<file path="src/hdl/iscx_pkg.sv">
// Package of constants and types for the increment-skip and subroutine-call execution block
`default_nettype none
package iscx_pkg;
  // Word and address widths
  localparam int unsigned WORD_W   = 12;
  localparam int unsigned OFFS_W   = 7;
  localparam int unsigned PAGE_W   = 5;
  // Operation codes in the top three bits
  localparam logic [2:0]  OP_INC_SKIP = 3'h2;
  localparam logic [2:0]  OP_CALL     = 3'h4;
  // Field positions (bit 11 of the word is the most significant bit)
  localparam int unsigned OPC_MSB  = 11;
  localparam int unsigned OPC_LSB  = 9;
  localparam int unsigned IND_POS  = 8;
  localparam int unsigned PAGE_POS = 7;
  localparam int unsigned OFFS_MSB = 6;
  // Reset values and constant steps
  localparam logic [11:0] WORD_RST = 12'h000;
  localparam logic [11:0] ONE_W    = 12'h001;
  localparam logic [1:0]  CNT_RST  = 2'h0;
  localparam logic [1:0]  CNT_ONE  = 2'h1;

  // Decoded instruction word
  typedef struct packed {
    logic [2:0]  opc;
    logic        ind;
    logic        cur_page;
    logic [6:0]  offs;
  } iscx_instr_s;

  // Memory request carried to the core memory
  typedef struct packed {
    logic        req;
    logic        we;
    logic [11:0] addr;
    logic [11:0] wdata;
  } iscx_mem_req_s;

  // Control states, Gray coded along the usual path
  typedef enum logic [2:0] {
    ST_IDLE  = 3'b000,
    ST_RD    = 3'b001,
    ST_WR    = 3'b011,
    ST_DONE  = 3'b010,
    ST_DEFER = 3'b100
  } iscx_state_e;
endpackage
`default_nettype wire

</file>
<file path="src/hdl/iscx_ea.sv">
// Direct operand address former: page zero or current page plus offset
`default_nettype none
module iscx_ea (
  input  wire logic [11:0]         instr_addr, // Address of the instruction itself
  input  wire iscx_pkg::iscx_instr_s instr,    // Decoded instruction word
  output logic [11:0]              ea          // Direct operand address
);
  // Bit 7 clear selects page zero, set selects the instruction's page
  always_comb begin
    ea = {(instr.cur_page ? instr_addr[11:7] : 5'h00), instr.offs};
  end
endmodule
`default_nettype wire

</file>
<file path="src/hdl/iscx_exec.sv">
// Execution engine for increment-and-skip-if-zero and subroutine-call instructions
`default_nettype none
module iscx_exec (
  input  wire logic                    core_clk,   // System clock, 200 MHz
  input  wire logic                    srst,       // Synchronous reset, active high
  input  wire logic                    start,      // One-cycle request to execute instr
  input  wire logic [11:0]             instr_word, // Instruction word from the buffer
  input  wire logic [11:0]             instr_addr, // Address the instruction was fetched from
  input  wire logic [11:0]             main_working_register_in, // Main working register value
  input  wire logic                    link_in,    // Link bit value
  output iscx_pkg::iscx_mem_req_s      mem_o,      // Memory request, address and write data
  input  wire logic                    mem_ack,    // Memory completes the current access
  input  wire logic [11:0]             mem_rdata,  // Read data, valid with mem_ack on reads
  output logic                         busy,       // Instruction in progress
  output logic                         done,       // One-cycle end of instruction
  output logic [11:0]                  next_instruction_pointer, // Updated program pointer
  output logic                         skip,       // Last increment hit zero
  output logic [11:0]                  main_working_register,    // Working register, returned unchanged
  output logic                         link_out    // Link bit, returned unchanged
);
  iscx_pkg::iscx_state_e state_q, state_d;
  iscx_pkg::iscx_instr_s ins_q, ins_d, ins_in;
  logic [11:0] addr_q, addr_d, wdat_q, wdat_d, nip_q, nip_d, wreg_q, wreg_d, ea_dir;
  logic        skip_q, skip_d, link_q, link_d, op_ok, is_inc;
  logic [1:0]  cyc_q, cyc_d;

  // Field split of the incoming word
  assign ins_in = iscx_pkg::iscx_instr_s'(instr_word);
  assign op_ok  = (ins_in.opc == iscx_pkg::OP_INC_SKIP) || (ins_in.opc == iscx_pkg::OP_CALL);
  assign is_inc = (ins_q.opc == iscx_pkg::OP_INC_SKIP);

  // Direct operand address from the page bit and the offset
  iscx_ea u_ea (
    .instr_addr (instr_addr),
    .instr      (ins_in),
    .ea         (ea_dir)
  );

  // Next-state and datapath computation
  always_comb begin
    state_d = state_q;
    ins_d   = ins_q;
    addr_d  = addr_q;
    wdat_d  = wdat_q;
    nip_d   = nip_q;
    wreg_d  = wreg_q;
    link_d  = link_q;
    skip_d  = skip_q;
    cyc_d   = cyc_q;
    case (state_q)
      iscx_pkg::ST_IDLE: begin
        if (start && op_ok) begin
          ins_d  = ins_in;
          addr_d = ea_dir;
          nip_d  = instr_addr + iscx_pkg::ONE_W;
          wdat_d = instr_addr + iscx_pkg::ONE_W;
          wreg_d = main_working_register_in;
          link_d = link_in;
          skip_d = 1'b0;
          cyc_d  = iscx_pkg::CNT_RST;
          // Pointer fetch first when indirect, else straight to the operand access
          if (ins_in.ind) begin
            state_d = iscx_pkg::ST_DEFER;
          end else if (ins_in.opc == iscx_pkg::OP_INC_SKIP) begin
            state_d = iscx_pkg::ST_RD;
          end else begin
            state_d = iscx_pkg::ST_WR;
          end
        end
      end
      iscx_pkg::ST_DEFER: begin
        // Pointer word becomes the effective address
        if (mem_ack) begin
          addr_d  = mem_rdata;
          cyc_d   = cyc_q + iscx_pkg::CNT_ONE;
          state_d = is_inc ? iscx_pkg::ST_RD : iscx_pkg::ST_WR;
        end
      end
      iscx_pkg::ST_RD: begin
        if (mem_ack) begin
          wdat_d  = mem_rdata + iscx_pkg::ONE_W;
          state_d = iscx_pkg::ST_WR;
        end
      end
      iscx_pkg::ST_WR: begin
        if (mem_ack) begin
          cyc_d = cyc_q + iscx_pkg::CNT_ONE;
          // Skip decision uses the value just written, never the old word
          if (is_inc) begin
            skip_d = (wdat_q == iscx_pkg::WORD_RST);
            nip_d  = nip_q + {11'h000, skip_d};
          end else begin
            nip_d = addr_q + iscx_pkg::ONE_W;
          end
          state_d = iscx_pkg::ST_DONE;
        end
      end
      iscx_pkg::ST_DONE: begin
        state_d = iscx_pkg::ST_IDLE;
      end
      default: begin
        state_d = iscx_pkg::ST_IDLE;
      end
    endcase
  end

  // State registers
  always_ff @(posedge core_clk) begin
    if (srst) begin
      state_q <= iscx_pkg::ST_IDLE;
      ins_q   <= iscx_pkg::iscx_instr_s'(iscx_pkg::WORD_RST);
      addr_q  <= iscx_pkg::WORD_RST;
      wdat_q  <= iscx_pkg::WORD_RST;
      nip_q   <= iscx_pkg::WORD_RST;
      wreg_q  <= iscx_pkg::WORD_RST;
      link_q  <= 1'b0;
      skip_q  <= 1'b0;
      cyc_q   <= iscx_pkg::CNT_RST;
    end else begin
      state_q <= state_d;
      ins_q   <= ins_d;
      addr_q  <= addr_d;
      wdat_q  <= wdat_d;
      nip_q   <= nip_d;
      wreg_q  <= wreg_d;
      link_q  <= link_d;
      skip_q  <= skip_d;
      cyc_q   <= cyc_d;
    end
  end

  // Memory request and status outputs
  assign mem_o.req   = (state_q == iscx_pkg::ST_DEFER) || (state_q == iscx_pkg::ST_RD) ||
                       (state_q == iscx_pkg::ST_WR);
  assign mem_o.we    = (state_q == iscx_pkg::ST_WR);
  assign mem_o.addr  = addr_q;
  assign mem_o.wdata = wdat_q;
  assign busy        = (state_q != iscx_pkg::ST_IDLE);
  assign done        = (state_q == iscx_pkg::ST_DONE);
  assign next_instruction_pointer = nip_q;
  assign skip                  = skip_q;
  assign main_working_register = wreg_q;
  assign link_out              = link_q;

  // Checks on the increment path (new value, write-back, skip decision) and on every request holding until acknowledged
  AST_INC_VALUE: assert property (@(posedge core_clk) disable iff (srst)
    (state_q == iscx_pkg::ST_RD) && mem_ack |=> mem_o.we && (mem_o.wdata == 12'($past(mem_rdata) + 12'h001)))
    else $error("Write-back value is not read value plus one");
  AST_SKIP_ZERO: assert property (@(posedge core_clk) disable iff (srst)
    (state_q == iscx_pkg::ST_WR) && mem_ack && is_inc && (wdat_q == 12'h000)
      |=> done && skip && (next_instruction_pointer == 12'($past(nip_q) + 12'h001)))
    else $error("Zero result did not skip");
  AST_NO_SKIP: assert property (@(posedge core_clk) disable iff (srst)
    (state_q == iscx_pkg::ST_WR) && mem_ack && is_inc && (wdat_q != 12'h000)
      |=> !skip && $stable(next_instruction_pointer))
    else $error("Nonzero result skipped");
  AST_WB_SAME: assert property (@(posedge core_clk) disable iff (srst)
    (state_q == iscx_pkg::ST_RD) && mem_ack |=> mem_o.req && mem_o.we && $stable(mem_o.addr))
    else $error("Write-back not to the location read");
  AST_REQ_STANDS: assert property (@(posedge core_clk) disable iff (srst)
    mem_o.req && !mem_ack
      |=> mem_o.req && $stable(mem_o.we) && $stable(mem_o.addr) && $stable(mem_o.wdata))
    else $error("Memory request changed before it was acknowledged");
  // The write-back may wait on the memory, so the skip is looked for at the end
  AST_WRAP: assert property (@(posedge core_clk) disable iff (srst)
    (state_q == iscx_pkg::ST_RD) && mem_ack && (mem_rdata == 12'hfff)
      |=> (wdat_q == 12'h000) ##[1:8] (done && skip))
    else $error("All-ones word did not wrap to a skip");
  // Checks on the registers handed back unchanged
  AST_WREG_HOLD: assert property (@(posedge core_clk) disable iff (srst)
    busy && !$past(state_q == iscx_pkg::ST_IDLE) |-> $stable(main_working_register) && $stable(link_out))
    else $error("Working register or link changed during execution");
  // Checks on the subroutine call
  AST_CALL_NO_READ: assert property (@(posedge core_clk) disable iff (srst)
    mem_o.req && !mem_o.we && !is_inc |-> (state_q == iscx_pkg::ST_DEFER))
    else $error("Call read its operand instead of writing the return pointer");
  AST_RET_PTR: assert property (@(posedge core_clk) disable iff (srst)
    (state_q == iscx_pkg::ST_WR) && !is_inc |-> mem_o.we && (mem_o.wdata == nip_q))
    else $error("Return pointer is not call address plus one");
  AST_CALL_DEST: assert property (@(posedge core_clk) disable iff (srst)
    (state_q == iscx_pkg::ST_WR) && mem_ack && !is_inc
      |=> done && (next_instruction_pointer == 12'($past(mem_o.addr) + 12'h001)))
    else $error("Call did not continue at effective address plus one");
  AST_CALL_NO_SKIP: assert property (@(posedge core_clk) disable iff (srst)
    done && !is_inc |-> !skip)
    else $error("Call reported a skip");
  // Checks on sequencing, decode and indirection
  AST_CYCLES: assert property (@(posedge core_clk) disable iff (srst)
    done |-> (cyc_q == (ins_q.ind ? 2'h2 : 2'h1)))
    else $error("Wrong number of memory cycles");
  AST_DONE_PULSE: assert property (@(posedge core_clk) disable iff (srst)
    done |=> !done && !busy)
    else $error("End of instruction lasted more than one cycle");
  AST_DECODE: assert property (@(posedge core_clk) disable iff (srst)
    !busy && start |=> (busy == $past(op_ok)))
    else $error("Opcode decode accepted the wrong instruction");
  AST_DEFER_PTR: assert property (@(posedge core_clk) disable iff (srst)
    (state_q == iscx_pkg::ST_DEFER) && mem_ack |=> (mem_o.addr == $past(mem_rdata)))
    else $error("Pointer word not used as effective address");
  // Scenarios worth seeing at least once
  COV_INC_SKIP:   cover property (@(posedge core_clk) disable iff (srst) done && is_inc && skip);
  COV_INC_NOSKIP: cover property (@(posedge core_clk) disable iff (srst) done && is_inc && !skip);
  COV_INC_IND:    cover property (@(posedge core_clk) disable iff (srst) done && is_inc && ins_q.ind);
  COV_CALL_DIR:   cover property (@(posedge core_clk) disable iff (srst) done && !is_inc && !ins_q.ind);
  COV_CALL_IND:   cover property (@(posedge core_clk) disable iff (srst) done && !is_inc && ins_q.ind);
endmodule
`default_nettype wire

</file>
<file path="config.mk">
export PLATFORM = sky130hd
export DESIGN_NAME = iscx_exec
export DESIGN_NICKNAME = d
export VERILOG_FILES = /design/src/hdl/iscx_pkg.sv /design/src/hdl/iscx_ea.sv /design/src/hdl/iscx_exec.sv
export SDC_FILE = /design/constraint.sdc
export NUM_CORES = 1
export LEC_CHECK = 0
export BUFFER_PORTS_ARGS = -buffer_cell sky130_fd_sc_hd__buf_4
export CAP_MARGIN = 20
export CORE_MARGIN = 2
export CORE_UTILIZATION = 50
export CTS_BUF_LIST = sky130_fd_sc_hd__clkbuf_4 sky130_fd_sc_hd__clkbuf_8
export DETAILED_ROUTE_END_ITERATION = 8
export GPL_TIMING_DRIVEN = 1
export PLACE_DENSITY = 0.84
export RECOVER_POWER = 100
export SLEW_MARGIN = 20
export SYNTH_ARGS = -nofsm -noshare
export SYNTH_HDL_FRONTEND = slang
export SYNTH_SLANG_ARGS = --single-unit
export TNS_END_PERCENT = 10
</file>
<file path="constraint.sdc">
create_clock -name core_clk -period 4.3 [get_ports core_clk]
set_clock_uncertainty 0.1 [all_clocks]
set_input_delay 0.86 -clock core_clk [delete_from_list [all_inputs] [get_ports core_clk]]
set_output_delay 0.86 -clock core_clk [all_outputs]
set_load 0.05 [all_outputs]
</file>
[After elaboration in Yosys (flattened, before gate mapping)]
Index checks and enable logic that the tools add are counted.
Operators by class
  multiplexer cells: 22
  eq/ne operators: 12
  $add $sub $neg: 4
  reduce and logical (&&, ||, !) cells: 16
Operators with widths (count)
  $mux W12: 6
  $pmux W12 S2: 3
  $add A12 B1 Y12 const B: 3
  $mux W3: 5
  $add A12 B1 Y12: 1
  $eq A3 B2 Y1 const B: 4
  $logic_not A12 Y1: 1
  $pmux W3 S4: 1
  $reduce_and A3 Y1: 3
  $reduce_and A4 Y1: 2
  $eq A3 B3 Y1 const B: 2
  $ne A2 B2 Y1 const B: 3
  $reduce_bool A2 Y1: 3
  $mux W5: 1
  $mux W2: 2
  $ne A2 B1 Y1 const B: 2
  $eq A3 B1 Y1 const B: 1
  $logic_not A3 Y1: 1
  $logic_or A1 B1 Y1: 3
  $mux W1: 3
  $reduce_bool A3 Y1: 1
  $pmux W1 S2: 1
  $reduce_and A2 Y1: 1
  $logic_and A1 B1 Y1: 1
Storage, ports and cells
  input bits: 53
  flip-flop bits (word level): 56
  output and inout bits: 54
  logic and storage cells: 62

[Depth between registers and ports, before layout]
  depth in word-level cells: 5
  depth in mapped cells: 9
  mapped depth without buffers: 9

[Hierarchy]
A second synthesis with hierarchy kept.
Unflattened totals
  cells, all modules: 440
  area, all modules: 3558.4 µm²
Modules (own cells, without submodules)
  iscx_exec: times used 1, area an instance 3474.6 µm², seq. area each 1121.1 µm², cells each 428
  iscx_ea: times used 1, area an instance 83.8 µm², seq. area each 0.0 µm², cells each 12

[Worst setup path before layout]
OpenSTA, ideal clock, no wires.
  path type: flip-flop to output port
  start point: register state_q[1]
  end point: output done
  slack: 1665 ps
  required time: 3340 ps
  arrival time: 1675 ps
  cell stages (with the launch flop): 3
  path buffers: 1
  path through: dfxtp_1 -> buf_2 -> nor3b_1
Between the ends
  cells in the longest elaborated chain, start to end: 1
RTL lines
  start, declared: RTL line iscx_exec.sv:21  | iscx_pkg::iscx_state_e state_q, state_d;
  start signal, assigned: RTL line iscx_exec.sv:110  | state_q <= iscx_pkg::ST_IDLE;
  start signal, assigned: RTL line iscx_exec.sv:120  | state_q <= state_d;
  $eq A3 B2 Y1: RTL line iscx_exec.sv:139  | assign done = (state_q == iscx_pkg::ST_DONE);
  end, declared: RTL line iscx_exec.sv:15  | output logic done,
No other way between the ends.

==> reports/qor.txt <==
# nets final - 596
Clock sink count - 56
Core area - 6719 sq um
Post-synth EDFFs - 0
Yosys reg bits - 56
# IOs - 107
Clock Path Buffers - 2
Synthesized instance count - 444
Critical Path Sink Type - output pin
Netlist Area Pre-Place - 3450 sq um
Worst Setup Start Kind - flop
Critical path fanouts, max - 19
Most used DFF post-synth - dfxtp_1
# DRC - 0
Critical Path AT - 2.20 ns
CTS buffer count - 5
CTS tree - built
Clock-pin slew on the worst setup and hold paths - 0.11 ns
Inserted Diodes - 0
Die extent in x - 87.06 microns
H-tree Lvls - 2
Final Hold Fails - 0
Ys Warns - 0
Clock network power share - 23.2%
Status - completed
RSZ-0062 raised after global routing - no
NetSw - 0.5252 mW
Total GRT Usage - 25.87%
Dominant cell type by area after synthesis - dfxtp_1
Root Buffer - clkbuf_8
DR pass1 iterations - 4
Cell family with most CP delay - simple AND/OR/NAND/NOR gates
Number of port buffers - 106
Async SR Flop Fraction - 0%
Post-DR vias/cell - 5.864
Most frequent cell after synthesis - nand2_1
Critical path's slowest cell - nor3b_4
Synth cell types - 59
VDD IR max - 0.1644 mV
Initial Util - 51.34%
Vias in the first global route - 3,323
Post-route antenna net violation count - 0
Leak - 1.513 nW
Crit path buf inv count - 2
Post-CTS setup buffer count - 0
Dominant cells by area after synthesis - dfxtp_1, nand2_1, a21oi_1
Placement Rows - 30
Area grow syn2layout - 19.55%
Final wirelength - 9802 microns
Net Count, Synth - 503
Maximum Capacitance Violations - 0
Post-cts resize count - 0
WL/cell - 15.86 microns
Congestion Overflow GR - 0
Sw frac - 39.35%
Worst slew margin - 34.00%
Initial antenna violation count - 0
Pint - 0.8095 mW
Tot Pwr - 1.335 mW
Setup TNS - 0 ns
Power density over the cells - 323.6 nW/um^2
Final Worst Setup Slack - 1.138 ns
Hold Path Class - flop to flop
Dpl ws - 1.517 ns
Sequential Power Share - 44.5%
Ratio of cells with drive above 1 in the final layout - 14.13%
Period utilisation layout - 73.53%
Initial DRC Count - 225
Sequential area share after synthesis - 32.50%
Die H - 87.06 microns
Max Slew Vio Count - 0
Die area - 7579 sq um
Worst-Skew Late Latency - 0.32 ns
Final setup violation count - 0
CP Cell Sequence - nor3b_4, a21oi_1, inv_1, clkbuf_1
Slew @ Worst Pin - 0.9900 ns
FMAX - 316.3 MHz
DPL Wire Length - 7605 microns
Synth top cells by count - nand2_1, dfxtp_1, a21oi_1
Vias - 3,624
Hold WS - 0.3608 ns
Synth top area share - 32.50%
CP Data Required Time - 3.34 ns
Share of total power in combinational logic - 32.3%
Delay of the slowest critical-path stage - 0.76 ns
CP Class - flop to output pin
Largest net degree at the start of global routing - 62
Routability cong. - 0.8747
Avg Cell Area, Syn - 7.769 sq um
Hold-fix buffer count after cts - 0
Global-route wire length before repair - 15,680 microns
Period minus WS final - 3.162 ns
==> cells by family (layout without fill, tap and decap cells) <==
kind of cell	after synthesis	after routing	synth area share, %
buffers and inverters	29	123	3.845
AND/OR/NAND/NOR	202	202	29.38
adder cells (fa/ha/maj)	6	6	2.176
XOR/XNOR	36	36	9.140
multiplexers	21	21	6.202
AO/OA/AOI/OAI	94	94	16.76
flip-flops	56	56	32.50
==> registers in the layout (all words and copies together) (netlist names) <==
signal,count
addr_q,12
ins_q,3
link_out,1
main_working_register,12
next_instruction_pointer,12
skip,1
state_q,3
wdat_q,12
==> area by class of cell <==
class                      count  area, sq um
clock buffer                   5        68.82
clock inverter                 3        27.53
fill                         657         2595
inverter                       6        22.52
multi-input combinational    359         2172
sequential                    56         1121
tap                           80        100.1
timing repair buffer         109        611.8
==> final timing paths <==
check	to	depth (start not counted)	from	slack, ns
setup / recovery	mem_o[25]	4	state_q[2]$_SDFFE_PP0P_	1.14
hold / removal	main_working_register[11]$_SDFFE_PP0P_	2	main_working_register[11]$_SDFFE_PP0P_	0.36
setup reg to reg	wdat_q[8]$_SDFFE_PP0P_	6	state_q[0]$_SDFFE_PP0P_	1.26
hold reg to reg	main_working_register[11]$_SDFFE_PP0P_	2	main_working_register[11]$_SDFFE_PP0P_	0.36
==> power by group through the flow <==
stage / Clock, mW / Sequential, mW / Combinational, mW
after CTS: 0.314 / 0.596 / 0.464
after global routing: 0.336 / 0.600 / 0.462
after global placement: 0 / 0.606 / 0.457
final: 0.309 / 0.594 / 0.431
after floorplan: 0 / 0.694 / 0.223
after detailed placement: 0 / 0.608 / 0.463
==> metal layers <==
layer,track usage (%),up-vias,wire (microns)
li1,-,1757,-
met1,33.45,1722,4242
met2,44.90,132,4788
met3,4.076,13,643
met4,6.392,0,128
met5,0,-,0
==> worst reg2reg max path: stages (launching register included) <==
cell and delay [ns]:
dfxtp_1 0.43, nor3_1 0.62, inv_2 0.08, nor3_1 0.72
a21o_1 0.52, nand2b_2 0.19, o32ai_1 0.30
==> cell usage in the layout (no fill, tap or decap), drive strengths merged, types with 5 or more instances in the layout <==
cell type  count
inv            7
mux2i         18
and4           5
nand4          5
nor3          10
nand3         23
nor3b          7
dfxtp         56
a211oi         5
nand3b         7
xor2          17
nand2b         9
xnor2         19
nor4           8
nor2          47
a21oi         49
o21ai         10
ha             6
nand2         67
clkbuf        60
buf           54
==> through the flow <==
stage / area, sq um / util (%) / cells
6_report: 4124 / 61.38 / 618
3_5_place_dp: 4258 / 63.37 / 610
5_1_grt: 4124 / 61.38 / 618
4_1_cts: 4354 / 64.80 / 618
3_3_place_gp: 4258 / 63.37 / 610
2_1_floorplan: 3450 / - / 444
No activity file was read; power rests on OpenSTA's default activity.
